--- src/inc/applicator_pkg.sv ---
// package for the applicator discrete control block
// assumes a single 200 MHz clock and synchronous active-high reset
package applicator_pkg;

    // timing
    localparam int CLK_HZ          = 200_000_000;
    localparam int MIN_PULSE_MS    = 250;
    localparam int MIN_PULSE_CYC   = (CLK_HZ / 1000) * MIN_PULSE_MS;
    localparam int QUAL_W          = 26;

    // job number width: three bcd digits
    localparam int BCD_DIGITS      = 3;
    localparam int JOB_W           = 4 * BCD_DIGITS;
    localparam int JOB_BIN_W       = 10;
    localparam int TOTAL_W         = 32;

    // command input bit positions
    localparam int CMD_TRIG        = 0;
    localparam int CMD_HALT        = 1;
    localparam int CMD_CLEAN       = 2;
    localparam int CMD_RUN         = 3;
    localparam int CMD_MASK        = 4;
    localparam int CMD_TRESET      = 5;
    localparam int CMD_STROBE      = 6;
    localparam int CMD_ENABLE      = 7;
    localparam int CMD_W           = 8;

    // register map (apb byte offsets)
    localparam logic [11:0] OFS_CTRL    = 12'h000;
    localparam logic [11:0] OFS_HOSTCMD = 12'h004;
    localparam logic [11:0] OFS_FORCE   = 12'h008;
    localparam logic [11:0] OFS_STATUS  = 12'h00c;
    localparam logic [11:0] OFS_JOB     = 12'h010;
    localparam logic [11:0] OFS_DAILY   = 12'h014;
    localparam logic [11:0] OFS_JOBTOT  = 12'h018;
    localparam logic [11:0] OFS_CUMTOT  = 12'h01c;

    // control register fields
    localparam int CTRL_MANUAL     = 0;
    localparam int CTRL_FLOWTRIG   = 1;
    localparam int CTRL_CONFIG_OK  = 2;
    localparam int CTRL_PERMIT     = 3;
    localparam logic [31:0] CTRL_RESET = 32'h0000_0004;

    typedef enum {ST_HALT, ST_RUN, ST_LOAD, ST_CLEAN} mode_type;

    typedef struct packed {
        logic [CMD_W-1:0] level;
        logic             strobe_bcd_ok;
    } cmd_type;

    typedef struct packed {
        logic             flow_on;
        logic             regs_open;
        logic             low_flow_fault;
        logic [JOB_W-1:0] active_job;
        logic [JOB_W-1:0] queued_job;
    } status_type;

endpackage

--- src/logic/applicator_ctrl.sv ---
// discrete control for one applicator: qualified pulses, modes, job queue, totals
// assumes plc inputs synchronous to CLK_I; flow pulses come from the meters
//
// What this block does
// - automatic applicator flows on trigger when running, configured and permitted
// - manual applicator meters in load mode only with trigger active
// - trigger with no catalyst flow while flow is on raises low-flow fault
// - switch one on: master flow replaces trigger input
// - halt stops job or clean and clears faults, except a fault raised in the same cycle; history kept
// - while halted, strobed job enters the queue
// - halt leaves queued job number unchanged
// - clean drives all regulators fully open
// - clean ends on enable removal or halt
// - run pulse activates applicator like panel on switch
// - run pulses after job start are ignored
// - run after halt activates the queued job number
// - queue unchanged without new entry; same job reruns
// - select mask high admits strobed job, low excludes it
// - total reset pulse clears daily and job totals
// - total reset leaves cumulative total alone
// - inputs reachable over host link and forcible from panel
// - on strobe sample job select and mask, load queue
// - job select is three bcd digits of four bits
// - no flow in any mode without enable interlock
`timescale 1ns/1ps
`default_nettype none
module applicator_ctrl #(
    parameter int QUAL_CYCLES = applicator_pkg::MIN_PULSE_CYC
) (
    // clock and reset
    input  wire logic                              CLK_I,
    input  wire logic                              RST_I,
    // plc discrete inputs
    input  wire logic [applicator_pkg::CMD_W-1:0]  CMD_I,
    input  wire logic [applicator_pkg::JOB_W-1:0]  JOB_SEL_I,
    // flow meters, one pulse per unit volume
    input  wire logic                              MASTER_FLOW_I,
    input  wire logic                              CATALYST_FLOW_I,
    // apb slave
    input  wire logic                              PSEL_I,
    input  wire logic                              PENABLE_I,
    input  wire logic                              PWRITE_I,
    input  wire logic [11:0]                       PADDR_I,
    input  wire logic [31:0]                       PWDATA_I,
    output logic      [31:0]                       PRDATA_O,
    output logic                                   PREADY_O,
    output logic                                   PSLVERR_O,
    // applicator outputs
    output logic                                   FLOW_ON_O,
    output logic                                   REGS_OPEN_O,
    output logic                                   LOW_FLOW_FAULT_O,
    output logic      [applicator_pkg::JOB_W-1:0]  ACTIVE_JOB_O
);

    // refuse settings that the qualify counters or the register words cannot hold
    if (QUAL_CYCLES < 1 || QUAL_CYCLES >= (1 << applicator_pkg::QUAL_W)) begin : g_bad_qual
        $error("QUAL_CYCLES out of range");
    end
    if (applicator_pkg::CMD_W != 8 || applicator_pkg::JOB_W > 16) begin : g_bad_width
        $error("command or job width does not fit the register words");
    end

    localparam int CW = applicator_pkg::CMD_W;
    localparam int JW = applicator_pkg::JOB_W;
    localparam int TW = applicator_pkg::TOTAL_W;
    localparam int QW = applicator_pkg::QUAL_W;
    localparam logic [QW-1:0] QUAL_MAX = QW'(QUAL_CYCLES);

    typedef struct packed {
        logic [CW-1:0]         sync1;
        logic [CW-1:0]         sync2;
        logic [CW-1:0][QW-1:0] cnt;
        logic [CW-1:0]         qual;
        logic [31:0]           ctrl;
        logic [CW-1:0]         host_cmd;
        logic [CW-1:0]         force_cmd;
        logic [2:0]            mode;
        logic                  fault;
        logic                  job_started;
        logic [JW-1:0]         queued_job;
        logic [JW-1:0]         active_job;
        logic [TW-1:0]         daily;
        logic [TW-1:0]         job_tot;
        logic [TW-1:0]         cum_tot;
        logic                  flow_on;
        logic                  regs_open;
        logic [31:0]           rdata;
    } state_type;

    state_type s_reg;
    state_type s_next;

    // status word layout; the pad keeps the word exactly 32 bits
    typedef struct packed {
        logic [24-CW:0] pad;
        logic [2:0]     mode;
        logic [CW-1:0]  inputs;
        logic           started;
        logic           fault;
        logic           regs_open;
        logic           flow_on;
    } status_word_type;

    // a job select is valid only if every digit is decimal
    function automatic logic bcd_ok(input logic [JW-1:0] v);
        logic ok;
        ok = 1'b1;
        for (int d = 0; d < applicator_pkg::BCD_DIGITS; d++) begin
            if (v[d*4 +: 4] > 4'h9)
                ok = 1'b0;
        end
        return ok;
    endfunction

    function automatic logic [2:0] mode_code(input applicator_pkg::mode_type m);
        return 3'(m);
    endfunction

    logic [CW-1:0] merged;
    logic [CW-1:0] rise;
    logic          trig_on;
    logic          enable;
    logic          apb_wr;
    logic          apb_rd;
    logic          addr_hit;

    always_comb begin
        merged  = s_reg.sync2 | s_reg.host_cmd | s_reg.force_cmd;
        rise    = '0;
        trig_on = 1'b0;
        enable  = 1'b0;
        apb_wr  = PSEL_I & PENABLE_I & PWRITE_I;
        apb_rd  = PSEL_I & ~PWRITE_I;
        addr_hit = (PADDR_I == applicator_pkg::OFS_CTRL)    ||
                   (PADDR_I == applicator_pkg::OFS_HOSTCMD) ||
                   (PADDR_I == applicator_pkg::OFS_FORCE)   ||
                   (PADDR_I == applicator_pkg::OFS_STATUS)  ||
                   (PADDR_I == applicator_pkg::OFS_JOB)     ||
                   (PADDR_I == applicator_pkg::OFS_DAILY)   ||
                   (PADDR_I == applicator_pkg::OFS_JOBTOT)  ||
                   (PADDR_I == applicator_pkg::OFS_CUMTOT);

        s_next = s_reg;
        s_next.sync1 = CMD_I;
        s_next.sync2 = s_reg.sync1;

        for (int i = 0; i < CW; i++) begin
            if (!merged[i]) begin
                s_next.cnt[i]  = '0;
                s_next.qual[i] = 1'b0;
            end else if (s_reg.cnt[i] < QUAL_MAX) begin
                s_next.cnt[i] = s_reg.cnt[i] + 1'b1;
            end else begin
                s_next.qual[i] = 1'b1;
            end
        end
        // act once on qualified rising edge
        rise = s_next.qual & ~s_reg.qual;

        // enable is a maintained level, interlock acts on the raw merged level
        enable = merged[applicator_pkg::CMD_ENABLE];
        // master flow stands in for trigger
        if (s_reg.ctrl[applicator_pkg::CTRL_FLOWTRIG])
            trig_on = MASTER_FLOW_I;
        else
            trig_on = merged[applicator_pkg::CMD_TRIG];

        if (rise[applicator_pkg::CMD_STROBE] && merged[applicator_pkg::CMD_MASK] &&
            bcd_ok(JOB_SEL_I) && s_reg.mode == mode_code(applicator_pkg::ST_HALT))
            s_next.queued_job = JOB_SEL_I;

        case (s_reg.mode)
            mode_code(applicator_pkg::ST_HALT): begin
                if (rise[applicator_pkg::CMD_RUN] && enable) begin
                    s_next.mode        = mode_code(applicator_pkg::ST_RUN);
                    s_next.active_job  = s_reg.queued_job;
                    s_next.job_started = 1'b1;
                end else if (rise[applicator_pkg::CMD_CLEAN] && enable) begin
                    s_next.mode = mode_code(applicator_pkg::ST_CLEAN);
                end
            end
            mode_code(applicator_pkg::ST_RUN): begin
                // repeated run ignored: no branch acts on it here
                if (rise[applicator_pkg::CMD_CLEAN])
                    s_next.mode = mode_code(applicator_pkg::ST_CLEAN);
                else if (rise[applicator_pkg::CMD_TRIG] &&
                         s_reg.ctrl[applicator_pkg::CTRL_MANUAL])
                    s_next.mode = mode_code(applicator_pkg::ST_LOAD);
            end
            mode_code(applicator_pkg::ST_LOAD): begin
                if (rise[applicator_pkg::CMD_CLEAN])
                    s_next.mode = mode_code(applicator_pkg::ST_CLEAN);
            end
            mode_code(applicator_pkg::ST_CLEAN): begin
                if (!enable)
                    s_next.mode = mode_code(applicator_pkg::ST_HALT);
            end
            default: s_next.mode = mode_code(applicator_pkg::ST_HALT);
        endcase

        // halt stops job or clean, clears fault
        if (rise[applicator_pkg::CMD_HALT]) begin
            s_next.mode        = mode_code(applicator_pkg::ST_HALT);
            s_next.job_started = 1'b0;
            s_next.fault       = 1'b0;
        end

        // trigger without catalyst flow
        // placed after the halt clear so a fault in the clearing cycle wins
        if (trig_on && !CATALYST_FLOW_I && s_reg.flow_on)
            s_next.fault = 1'b1;

        // manual metering only in load with trigger
        s_next.flow_on = 1'b0;
        if (enable && !s_reg.fault && s_reg.ctrl[applicator_pkg::CTRL_PERMIT] &&
            s_reg.ctrl[applicator_pkg::CTRL_CONFIG_OK] && trig_on) begin
            if (s_reg.ctrl[applicator_pkg::CTRL_MANUAL])
                s_next.flow_on = (s_reg.mode == mode_code(applicator_pkg::ST_LOAD));
            else
                s_next.flow_on = (s_reg.mode == mode_code(applicator_pkg::ST_RUN));
        end
        s_next.regs_open = enable && (s_reg.mode == mode_code(applicator_pkg::ST_CLEAN));

        // totals count master meter pulses while material moves
        if (MASTER_FLOW_I && (s_reg.flow_on || s_reg.regs_open)) begin
            s_next.daily   = s_reg.daily + 1'b1;
            s_next.job_tot = s_reg.job_tot + 1'b1;
            s_next.cum_tot = s_reg.cum_tot + 1'b1;
        end
        if (rise[applicator_pkg::CMD_TRESET]) begin
            s_next.daily   = '0;
            s_next.job_tot = '0;
        end

        // host commands without the enable bit are self-clearing pulses held for the qualify window
        if (s_reg.host_cmd != '0 && (s_next.qual & s_reg.host_cmd) == s_reg.host_cmd &&
            s_reg.host_cmd[applicator_pkg::CMD_ENABLE] == 1'b0)
            s_next.host_cmd = '0;

        if (apb_wr) begin
            case (PADDR_I)
                applicator_pkg::OFS_CTRL:    s_next.ctrl      = PWDATA_I;
                applicator_pkg::OFS_HOSTCMD: s_next.host_cmd  = PWDATA_I[CW-1:0];
                applicator_pkg::OFS_FORCE:   s_next.force_cmd = PWDATA_I[CW-1:0];
                default: ;
            endcase
        end

        s_next.rdata = '0;
        if (apb_rd && !PENABLE_I) begin
            case (PADDR_I)
                applicator_pkg::OFS_CTRL:    s_next.rdata = s_reg.ctrl;
                applicator_pkg::OFS_HOSTCMD: s_next.rdata = {24'h0, s_reg.host_cmd};
                applicator_pkg::OFS_FORCE:   s_next.rdata = {24'h0, s_reg.force_cmd};
                applicator_pkg::OFS_STATUS:
                    s_next.rdata = status_word_type'{pad:       '0,
                                                     mode:      s_reg.mode,
                                                     inputs:    merged,
                                                     started:   s_reg.job_started,
                                                     fault:     s_reg.fault,
                                                     regs_open: s_reg.regs_open,
                                                     flow_on:   s_reg.flow_on};
                applicator_pkg::OFS_JOB:
                    s_next.rdata = {4'h0, s_reg.active_job, 4'h0, s_reg.queued_job};
                applicator_pkg::OFS_DAILY:   s_next.rdata = s_reg.daily;
                applicator_pkg::OFS_JOBTOT:  s_next.rdata = s_reg.job_tot;
                applicator_pkg::OFS_CUMTOT:  s_next.rdata = s_reg.cum_tot;
                default:                     s_next.rdata = '0;
            endcase
        end else if (apb_rd) begin
            s_next.rdata = s_reg.rdata;
        end
    end

    always_ff @(posedge CLK_I) begin
        if (RST_I) begin
            s_reg      <= '0;
            s_reg.ctrl <= applicator_pkg::CTRL_RESET;
        end else begin
            s_reg <= s_next;
        end
    end

    // zero wait states: read data is captured in the setup cycle, access completes
    assign PREADY_O         = 1'b1;
    assign PSLVERR_O        = PSEL_I & PENABLE_I & ~addr_hit;
    assign PRDATA_O         = s_reg.rdata;
    assign FLOW_ON_O        = s_reg.flow_on;
    assign REGS_OPEN_O      = s_reg.regs_open;
    assign LOW_FLOW_FAULT_O = s_reg.fault;
    assign ACTIVE_JOB_O     = s_reg.active_job;

endmodule
`default_nettype wire

--- config.mk ---
export PLATFORM = sky130hd
export DESIGN_NAME = applicator_ctrl
export DESIGN_NICKNAME = d
export VERILOG_FILES = /design/src/inc/applicator_pkg.sv /design/src/logic/applicator_ctrl.sv
export SDC_FILE = /design/constraint.sdc
export NUM_CORES = 1
export LEC_CHECK = 0
export BUFFER_PORTS_ARGS = -buffer_cell sky130_fd_sc_hd__buf_2
export CORE_ASPECT_RATIO = 0.9
export CORE_MARGIN = 5
export CORE_UTILIZATION = 55
export DETAILED_ROUTE_END_ITERATION = 8
export PLACE_DENSITY = 0.73
export SYNTH_ARGS = -nofsm -noshare
export SYNTH_HDL_FRONTEND = slang
export SYNTH_SLANG_ARGS = --single-unit
--- constraint.sdc ---
create_clock -name CLK_I -period 3.7 [get_ports CLK_I]
set_clock_uncertainty 0.2 [all_clocks]
set_input_delay 0.74 -clock CLK_I [delete_from_list [all_inputs] [get_ports CLK_I]]
set_output_delay 0.74 -clock CLK_I [all_outputs]
set_load 0.01 [all_outputs]
==> results.md, run 1 <==
- Worst hold slack after final layout: between 0.2 and 0.25 ns
- Total power consumption of the routed design: approximately 8.9 mW
- Cell row count: 63
- Antenna Nets Post-Route: 0
- Depth of the CTS H-tree: 2
- Clock-pin slew on the worst setup and hold paths: 0.06 ns
- Max IR drop VDD: around 0.3 mV
- Highest metal layer with signal wires: met5
- Routed metal-1 wire length: 20.8 mm
- Yosys synthesis warning count: 0
- Post-layout instance area: a little over 20000 sq um
- Top library cells by usage in the layout, fill and taps aside: sky130_fd_sc_hd__dfxtp_1 (411), sky130_fd_sc_hd__nor2_1 (339), sky130_fd_sc_hd__nand2_1 (213)
- Global-route congestion overflow total: 0
- Antenna violations before repair: 8
- Boundary pin count: 120
- Async set-or-reset flop fraction in the synthesized netlist: 0%
- Worst-margin pin slew: approximately 0.90 ns
- HPWL after DPL: approximately 34 mm
- Number of max-cap violations: 0
- Unique cell type count in the Yosys netlist: 66
- Average routed wire per standard cell: about 18 um
- DRC errors left: 0
- Worst setup SP type: register
- # fillers: about 2700
- Final setup violation count: 0
- Fraction of layout instances using a drive strength above 1: a little over a tenth
- Overall Global Routing Usage: between 20% and 30%
- F_max: between 300 and 400 MHz
- Clock buffer depth: 3
- PD cells: about 430 nW/um^2
- Final worst-path cycle share: between 80% and 90%
- Share of synthesized area occupied by flip-flops and latches: between 40% and 50%
- Synthesized instance count: 2155
- Count of buffers inserted at the top-level ports: 118
- CTS Sinks: between 400 and 500
- Nets in the synthesized netlist: about 2200
- Number of enable-type register cells in the synthesized netlist: 0
- CP Class: reg -> reg
- Later-pin clock latency in the skew report: around 0.55 ns
- Minimum period implied by the final worst setup slack: between 3 and 4 ns
- Pin count of the biggest net entering global routing: roughly 130
- Die Y: 184 um
- Clk root buf: sky130_fd_sc_hd__clkbuf_16
- RSZ-0062 raised after global routing: no
- Via count of the first global-routing pass: approximately 15000
- Met3 layer wire length in the routed design: 4.20 mm
- Result of the run: complete, no violations
- Number of failing hold endpoints at the final stage: 0
- Headroom to the max-slew limit: 39.6%
- Number of buffers added for setup after CTS: 0
- Largest fanout of any net on the critical path: 6
- Leading cell type in the layout, fill and taps excluded: sky130_fd_sc_hd__dfxtp_1
- Vias: approximately 16000
- Global-route wire length before repair: 76.5 mm
- Vias per cell: 5.89
- Detailed Route WL: about 48 mm
- Final std cells w/o fill: roughly 2700
- Floorplan die area: 37200 sq um
- Met2 Wirelength: 21.6 mm
- Final weighted congestion in routability-driven placement: approximately 0.91
- Post-synthesis instance area: between 15000 and 20000 sq um
- Number of flip-flops in the largest register: 356
- Arrival time reported for the critical path endpoint: 3.22 ns
- NumNets Final: ~2300
- Clock tree from TritonCTS: built
- Number of resized instances in the post-cts repair step: 0
- Synthesis-to-layout area growth: 11.8%
- Violation count after the first detailed-route iteration: 1733
- Placeable Area: ~33000 sq um
- Post-synthesis sequential element count: between 400 and 500
- DR pass1 iterations: 9
- Number of slew-limit violations in the final report: 0
- Leakage power total: roughly 7.3 nW
- DP Area: approximately 19000 sq um
- Endpoint kind of the worst setup timing path: register
- Top flip-flop cell by instance count after synthesis: sky130_fd_sc_hd__dfxtp_1
- Initial Util: ~56%
- Setup Total Neg Slack: 0 ns
- Die Span X: just over 200 um
- Critical path data required time: approximately 3.9 ns
- Number of buffers inserted for hold repair after clock tree synthesis: 0
- Hold/Removal Path Class: in -> reg
- Average cell area after synthesis: around 8.5 sq um
- Cell count after placement: about 2600
- Clock buffer count from CTS: 43
## metrics by stage
step / util (%) / setup WS (ns)
global route: 62.3 / 0.432
finish: 62.3 / 0.669
floorplan: - / 0.735
detailed placement: 58.0 / 0.615
CTS: 62.2 / 0.677
global placement: 58.0 / 0.711
## cell type report
type / instances / area [sq um] / area share (%)
clock inverter: 11 / 116 / 0.566
inverter: 46 / 173 / 0.839
multi-input combinational: 1559 / 9360 / 45.5
tap: 422 / 528 / 2.57
sequential: 411 / 8230 / 40.0
timing repair buffer: 146 / 853 / 4.15
clock buffer: 62 / 1290 / 6.27
antenna: 7 / 17.5 / 0.0852
## routing by layer
metal	vias to the layer above	track usage [%]
met5	-	0
met4	2	8.06
met3	93	4.75
met2	578	39.0
met1	7408	34.4
li1	7622	-
## worst max-delay path, cell delays in order (launching register included)
cell	delay [ns]
sky130_fd_sc_hd__dfxtp_1	0.34
sky130_fd_sc_hd__or4_1	0.58
sky130_fd_sc_hd__o31a_1	0.29
sky130_fd_sc_hd__a2111o_1	0.46
sky130_fd_sc_hd__nor3_1	0.57
sky130_fd_sc_hd__nand4_1	0.22
sky130_fd_sc_hd__xor2_1	0.18
sky130_fd_sc_hd__nor2_1	0.06
## power by group
part | total, mW | leakage [nW] | switching, mW | internal [mW]
registers | 4.44 | 3.31 | 0.00443 | 4.44
clock network | 4.29 | 0.688 | 1.74 | 2.55
logic | 0.152 | 3.27 | 0.105 | 0.0468
total | 8.88 | 7.27 | 1.85 | 7.03
## cell usage after synthesis (all sizes together) (30+ instances only)
cell type,number,share of area [%]
a21oi,102,2.8
a222oi,40,2.2
and3,50,1.7
buf,54,2.0
clkbuf,85,1.7
dfxtp,411,45
inv,46,0.94
mux2i,39,2.1
nand2,213,4.3
nand3,101,2.8
nand4,72,2.4
nor2,341,7.0
nor2b,30,1.0
nor3,36,1.0
o21ai,46,1.3
or3,45,1.5
xnor2,92,4.4
xor2,132,6.3
## worst paths after layout
check	depth (start not counted)	endpoint	slack (ns)	from
setup / recovery	7	s_reg[237]	0.67	s_reg[222]
hold reg to reg	1	s_reg[430]	0.24	s_next[430]
hold / removal	3	s_reg[206]	0.23	PWDATA_I[31]
setup reg to reg	7	s_reg[237]	0.67	s_reg[222]
## logic make-up (layout without fill, tap and decap cells)
| logic type | Yosys count | after routing | share of synthesized area [%] |
|---|---|---|---|
| muxes | 40 | 40 | 2.18 |
| xor gates and xnor gates | 224 | 224 | 10.7 |
| other | 1 | 8 | 0.0204 |
| AOI/OAI and AO/OA | 294 | 294 | 11.0 |
| DFF | 411 | 411 | 44.7 |
| adders and majority gates | 15 | 15 | 1.02 |
| buffers and inverters | 185 | 265 | 4.72 |
| and+or+nand+nor | 985 | 985 | 25.7 |
No activity file was read; power rests on OpenSTA's default activity.
==> run 2: changes to the inputs <==
ABC_AREA = 1   (was unset)
PLACE_DENSITY = 0.76   (was 0.73)
clock period = 2.65 ns   (was 3.7 ns; I/O delays follow)
==> run 2 against run 1 <==
Critical endpoint is now PSLVERR_O. Die area up 16%. Sequential power up 41%. Clock-buffer cell count up 5. Setup slack worse by 0.57 ns. Clock power up 42%. Via count up 36%. Critical path type is now in -> out. Non-clock buffer count up 23. Area after synthesis up 17%.
==> results.md, run 2 <==
- Result of the run: complete, no violations
- Floorplan die area: between 40000 and 50000 sq um
- Cell row count: 68
- Compound-gate portion of the synthesized area: between 10 and 15%
- Later-pin clock latency in the skew report: 0.55 ns
- Die Span X: ~220 um
- Portion of netlist area occupied by mux cells: 0%
- Antenna violations before repair: 1
- Boundary pin count: 120
- Critical path data required time: 1.92 ns
- Vias: approximately 21000
- Setup Total Neg Slack: 0 ns
- Top cells by count, synth: sky130_fd_sc_hd__nand2_1 (664), sky130_fd_sc_hd__inv_1 (452), sky130_fd_sc_hd__dfxtp_1 (411), sky130_fd_sc_hd__nor2_1 (362), sky130_fd_sc_hd__a21oi_1 (309)
- Cell count after placement: 3772
- Number of failing hold endpoints at the final stage: 0
- Placeable Area: approximately 38000 sq um
- Async set-or-reset flop fraction in the synthesized netlist: 0%
- PD cells: ~540 nW/um^2
- XOR/XNOR share of the synthesized area: roughly 3.3%
- Clock-pin slew on the worst setup and hold paths: about 0.060 ns
- HPWL after DPL: between 40 and 50 mm
- Number of enable-type register cells in the synthesized netlist: 0
- Yosys synthesis warning count: 0
- Clock buffer depth: 3
- Share of synthesized area occupied by flip-flops and latches: approximately two fifths
- Leakage power total: approximately 8.5 nW
- Number of flip-flops in the largest register: roughly 360
- Pin count of the biggest net entering global routing: 55
- Fraction of the core area covered by cells at the end of the flow: around 62%
- Most common cell in the synthesized netlist: sky130_fd_sc_hd__nand2_1
- Post-synthesis sequential element count: between 400 and 500
- Post-synthesis instance area: between 20000 and 25000 sq um
- Synthesized instance count: around 3200
- Hold/Removal Path Class: in -> reg
- Overall Global Routing Usage: between 20 and 30%
- Arrival time reported for the critical path endpoint: 1.82 ns
- Adder and majority gate portion of the synthesized area: less than 1%
- DRC errors left: 0
- RSZ-0062 raised after global routing: no
- Global-route congestion overflow total: 0
- Synth area leader: sky130_fd_sc_hd__dfxtp_1
- Fraction of layout instances using a drive strength above 1: 9.47%
- Main combinational cell family by area after synthesis: simple AND/OR/NAND/NOR gates
- Endpoint kind of the worst setup timing path: output port
- Average routed wire per standard cell: between 15 and 20 um
- Vias per cell: 5.56
- Count of buffers inserted at the top-level ports: around 120
- Top cells by area, synth: sky130_fd_sc_hd__dfxtp_1 (38%), sky130_fd_sc_hd__nand2_1 (12%), sky130_fd_sc_hd__inv_1 (7.9%)
- Clock buffer count from CTS: between 40 and 50
- Final worst-path cycle share: 96.3%
- Worst setup SP type: input port
- CTS Sinks: ~410
- Top library cells by usage in the layout, fill and taps aside: sky130_fd_sc_hd__nand2_1 (664), sky130_fd_sc_hd__inv_1 (451), sky130_fd_sc_hd__dfxtp_1 (411)
- Worst hold slack after final layout: about 0.013 ns
- Via count of the first global-routing pass: between 20000 and 25000
- Worst-margin pin slew: around 0.8 ns
- Antenna Nets Post-Route: 0
- Minimum period implied by the final worst setup slack: approximately 2.6 ns
- Total power consumption of the routed design: approximately 13 mW
- Global-route wire length before repair: 101 mm
- Simple-gate area share of the yosys netlist: a little under a third
- NumNets Final: about 3400
- DR pass1 iterations: 8
- Number of slew-limit violations in the final report: 0
- Startpoint of the worst setup timing path: PADDR_I[1]
- Detailed Route WL: about 63 mm
- Top flip-flop cell by instance count after synthesis: sky130_fd_sc_hd__dfxtp_1
- Final std cells w/o fill: between 3000 and 4000
- Synthesis-to-layout area growth: 11.3%
- Average cell area after synthesis: about 6.7 sq um
- Largest fanout of any net on the critical path: 10
- Clock tree from TritonCTS: built
- Headroom to the max-slew limit: 46.2%
- Clk root buf: sky130_fd_sc_hd__clkbuf_16
- Final weighted congestion in routability-driven placement: 1.01
- Die Y: between 150 and 200 um
- Final setup violation count: 0
- Depth of the CTS H-tree: 2
- Launch instance of the worst min-delay path: PWDATA_I[22]
- F_max: 392 MHz
- Max IR drop VDD: 0.499 mV
- Nets in the synthesized netlist: 3287
- Violation count after the first detailed-route iteration: 2020
- Number of max-cap violations: 0
- Leading cell type in the layout, fill and taps excluded: sky130_fd_sc_hd__nand2_1
- Initial Util: a little under three fifths
- Fraction of post-synthesis cell area in the top cell type by area: 38.3%
- CP Class: in -> out
- Worst reg2reg path startpoint: s_reg[168]
- Unique cell type count in the Yosys netlist: between 50 and 60
run 2: repair_timing:
item                      CTS  global route
hold endpoints to repair    1             0
setup buffers               0             0
resized for setup           0             0
hold buffers                1             0
run 2: critical path: stages:
cell,delay (ns)
sky130_fd_sc_hd__buf_2,0.10
sky130_fd_sc_hd__nor2_2,0.21
sky130_fd_sc_hd__inv_2,0.14
sky130_fd_sc_hd__nor3_4,0.22
sky130_fd_sc_hd__nand2_4,0.16
sky130_fd_sc_hd__inv_4,0.11
sky130_fd_sc_hd__nor4_1,0.05
sky130_fd_sc_hd__buf_4,0.16
sky130_fd_sc_hd__buf_2,0.14
run 2: cells by family (layout without fill, tap and decap cells):
family          after synthesis  count (layout)
fa+ha+maj                    15              15
compound gates              597             597
buf+inv                     590             716
other cells                   1               3
xor+xnor                     81              81
simple gates               1506            1506
flops                       411             411
run 2: final cells by class:
cell class,instances,area (sq um)
Clock inverter,12,88.8
Multi-Input combinational cell,2200,10800
Clock buffer,67,1340
Timing Repair Buffer,169,1010
Tap cell,525,657
Antenna cell,2,5.00
Fill cell,3567,14600
Sequential cell,411,8230
Inverter,468,1760
run 2: metrics by stage:
step	setup slack, ns	area (sq um)
6_report	0.0979	23900
5_1_grt	0.0171	23900
4_1_cts	0.110	23900
3_5_place_dp	0.114	22500
3_3_place_gp	0.144	22500
2_1_floorplan	0.522	21500
run 2: path summary, 6_finish.rpt:
| kind | to | slack, ns | cells after the start |
|---|---|---|---|
| setup reg to reg | s_reg[243] | 0.28 | 4 |
| hold reg to reg | s_reg[426] | 0.20 | 2 |
| hold / removal | s_reg[197] | 0.01 | 3 |
| setup / recovery | PSLVERR_O | 0.1 | 9 |
run 2: where the power goes:
part           internal, mW  switching, mW
clock                  3.57           2.53
combinational         0.174          0.347
sequential             6.21         0.0296
total                  9.95           2.91
run 2: routing by layer:
metal / vias up / track usage [%] / wire length [um]
met4: 0 / 10.3 / 2280
li1: 10619 / - / -
met5: - / 0 / 0
met2: 795 / 46.3 / 28800
met3: 131 / 3.77 / 4390
met1: 9878 / 38.2 / 27300
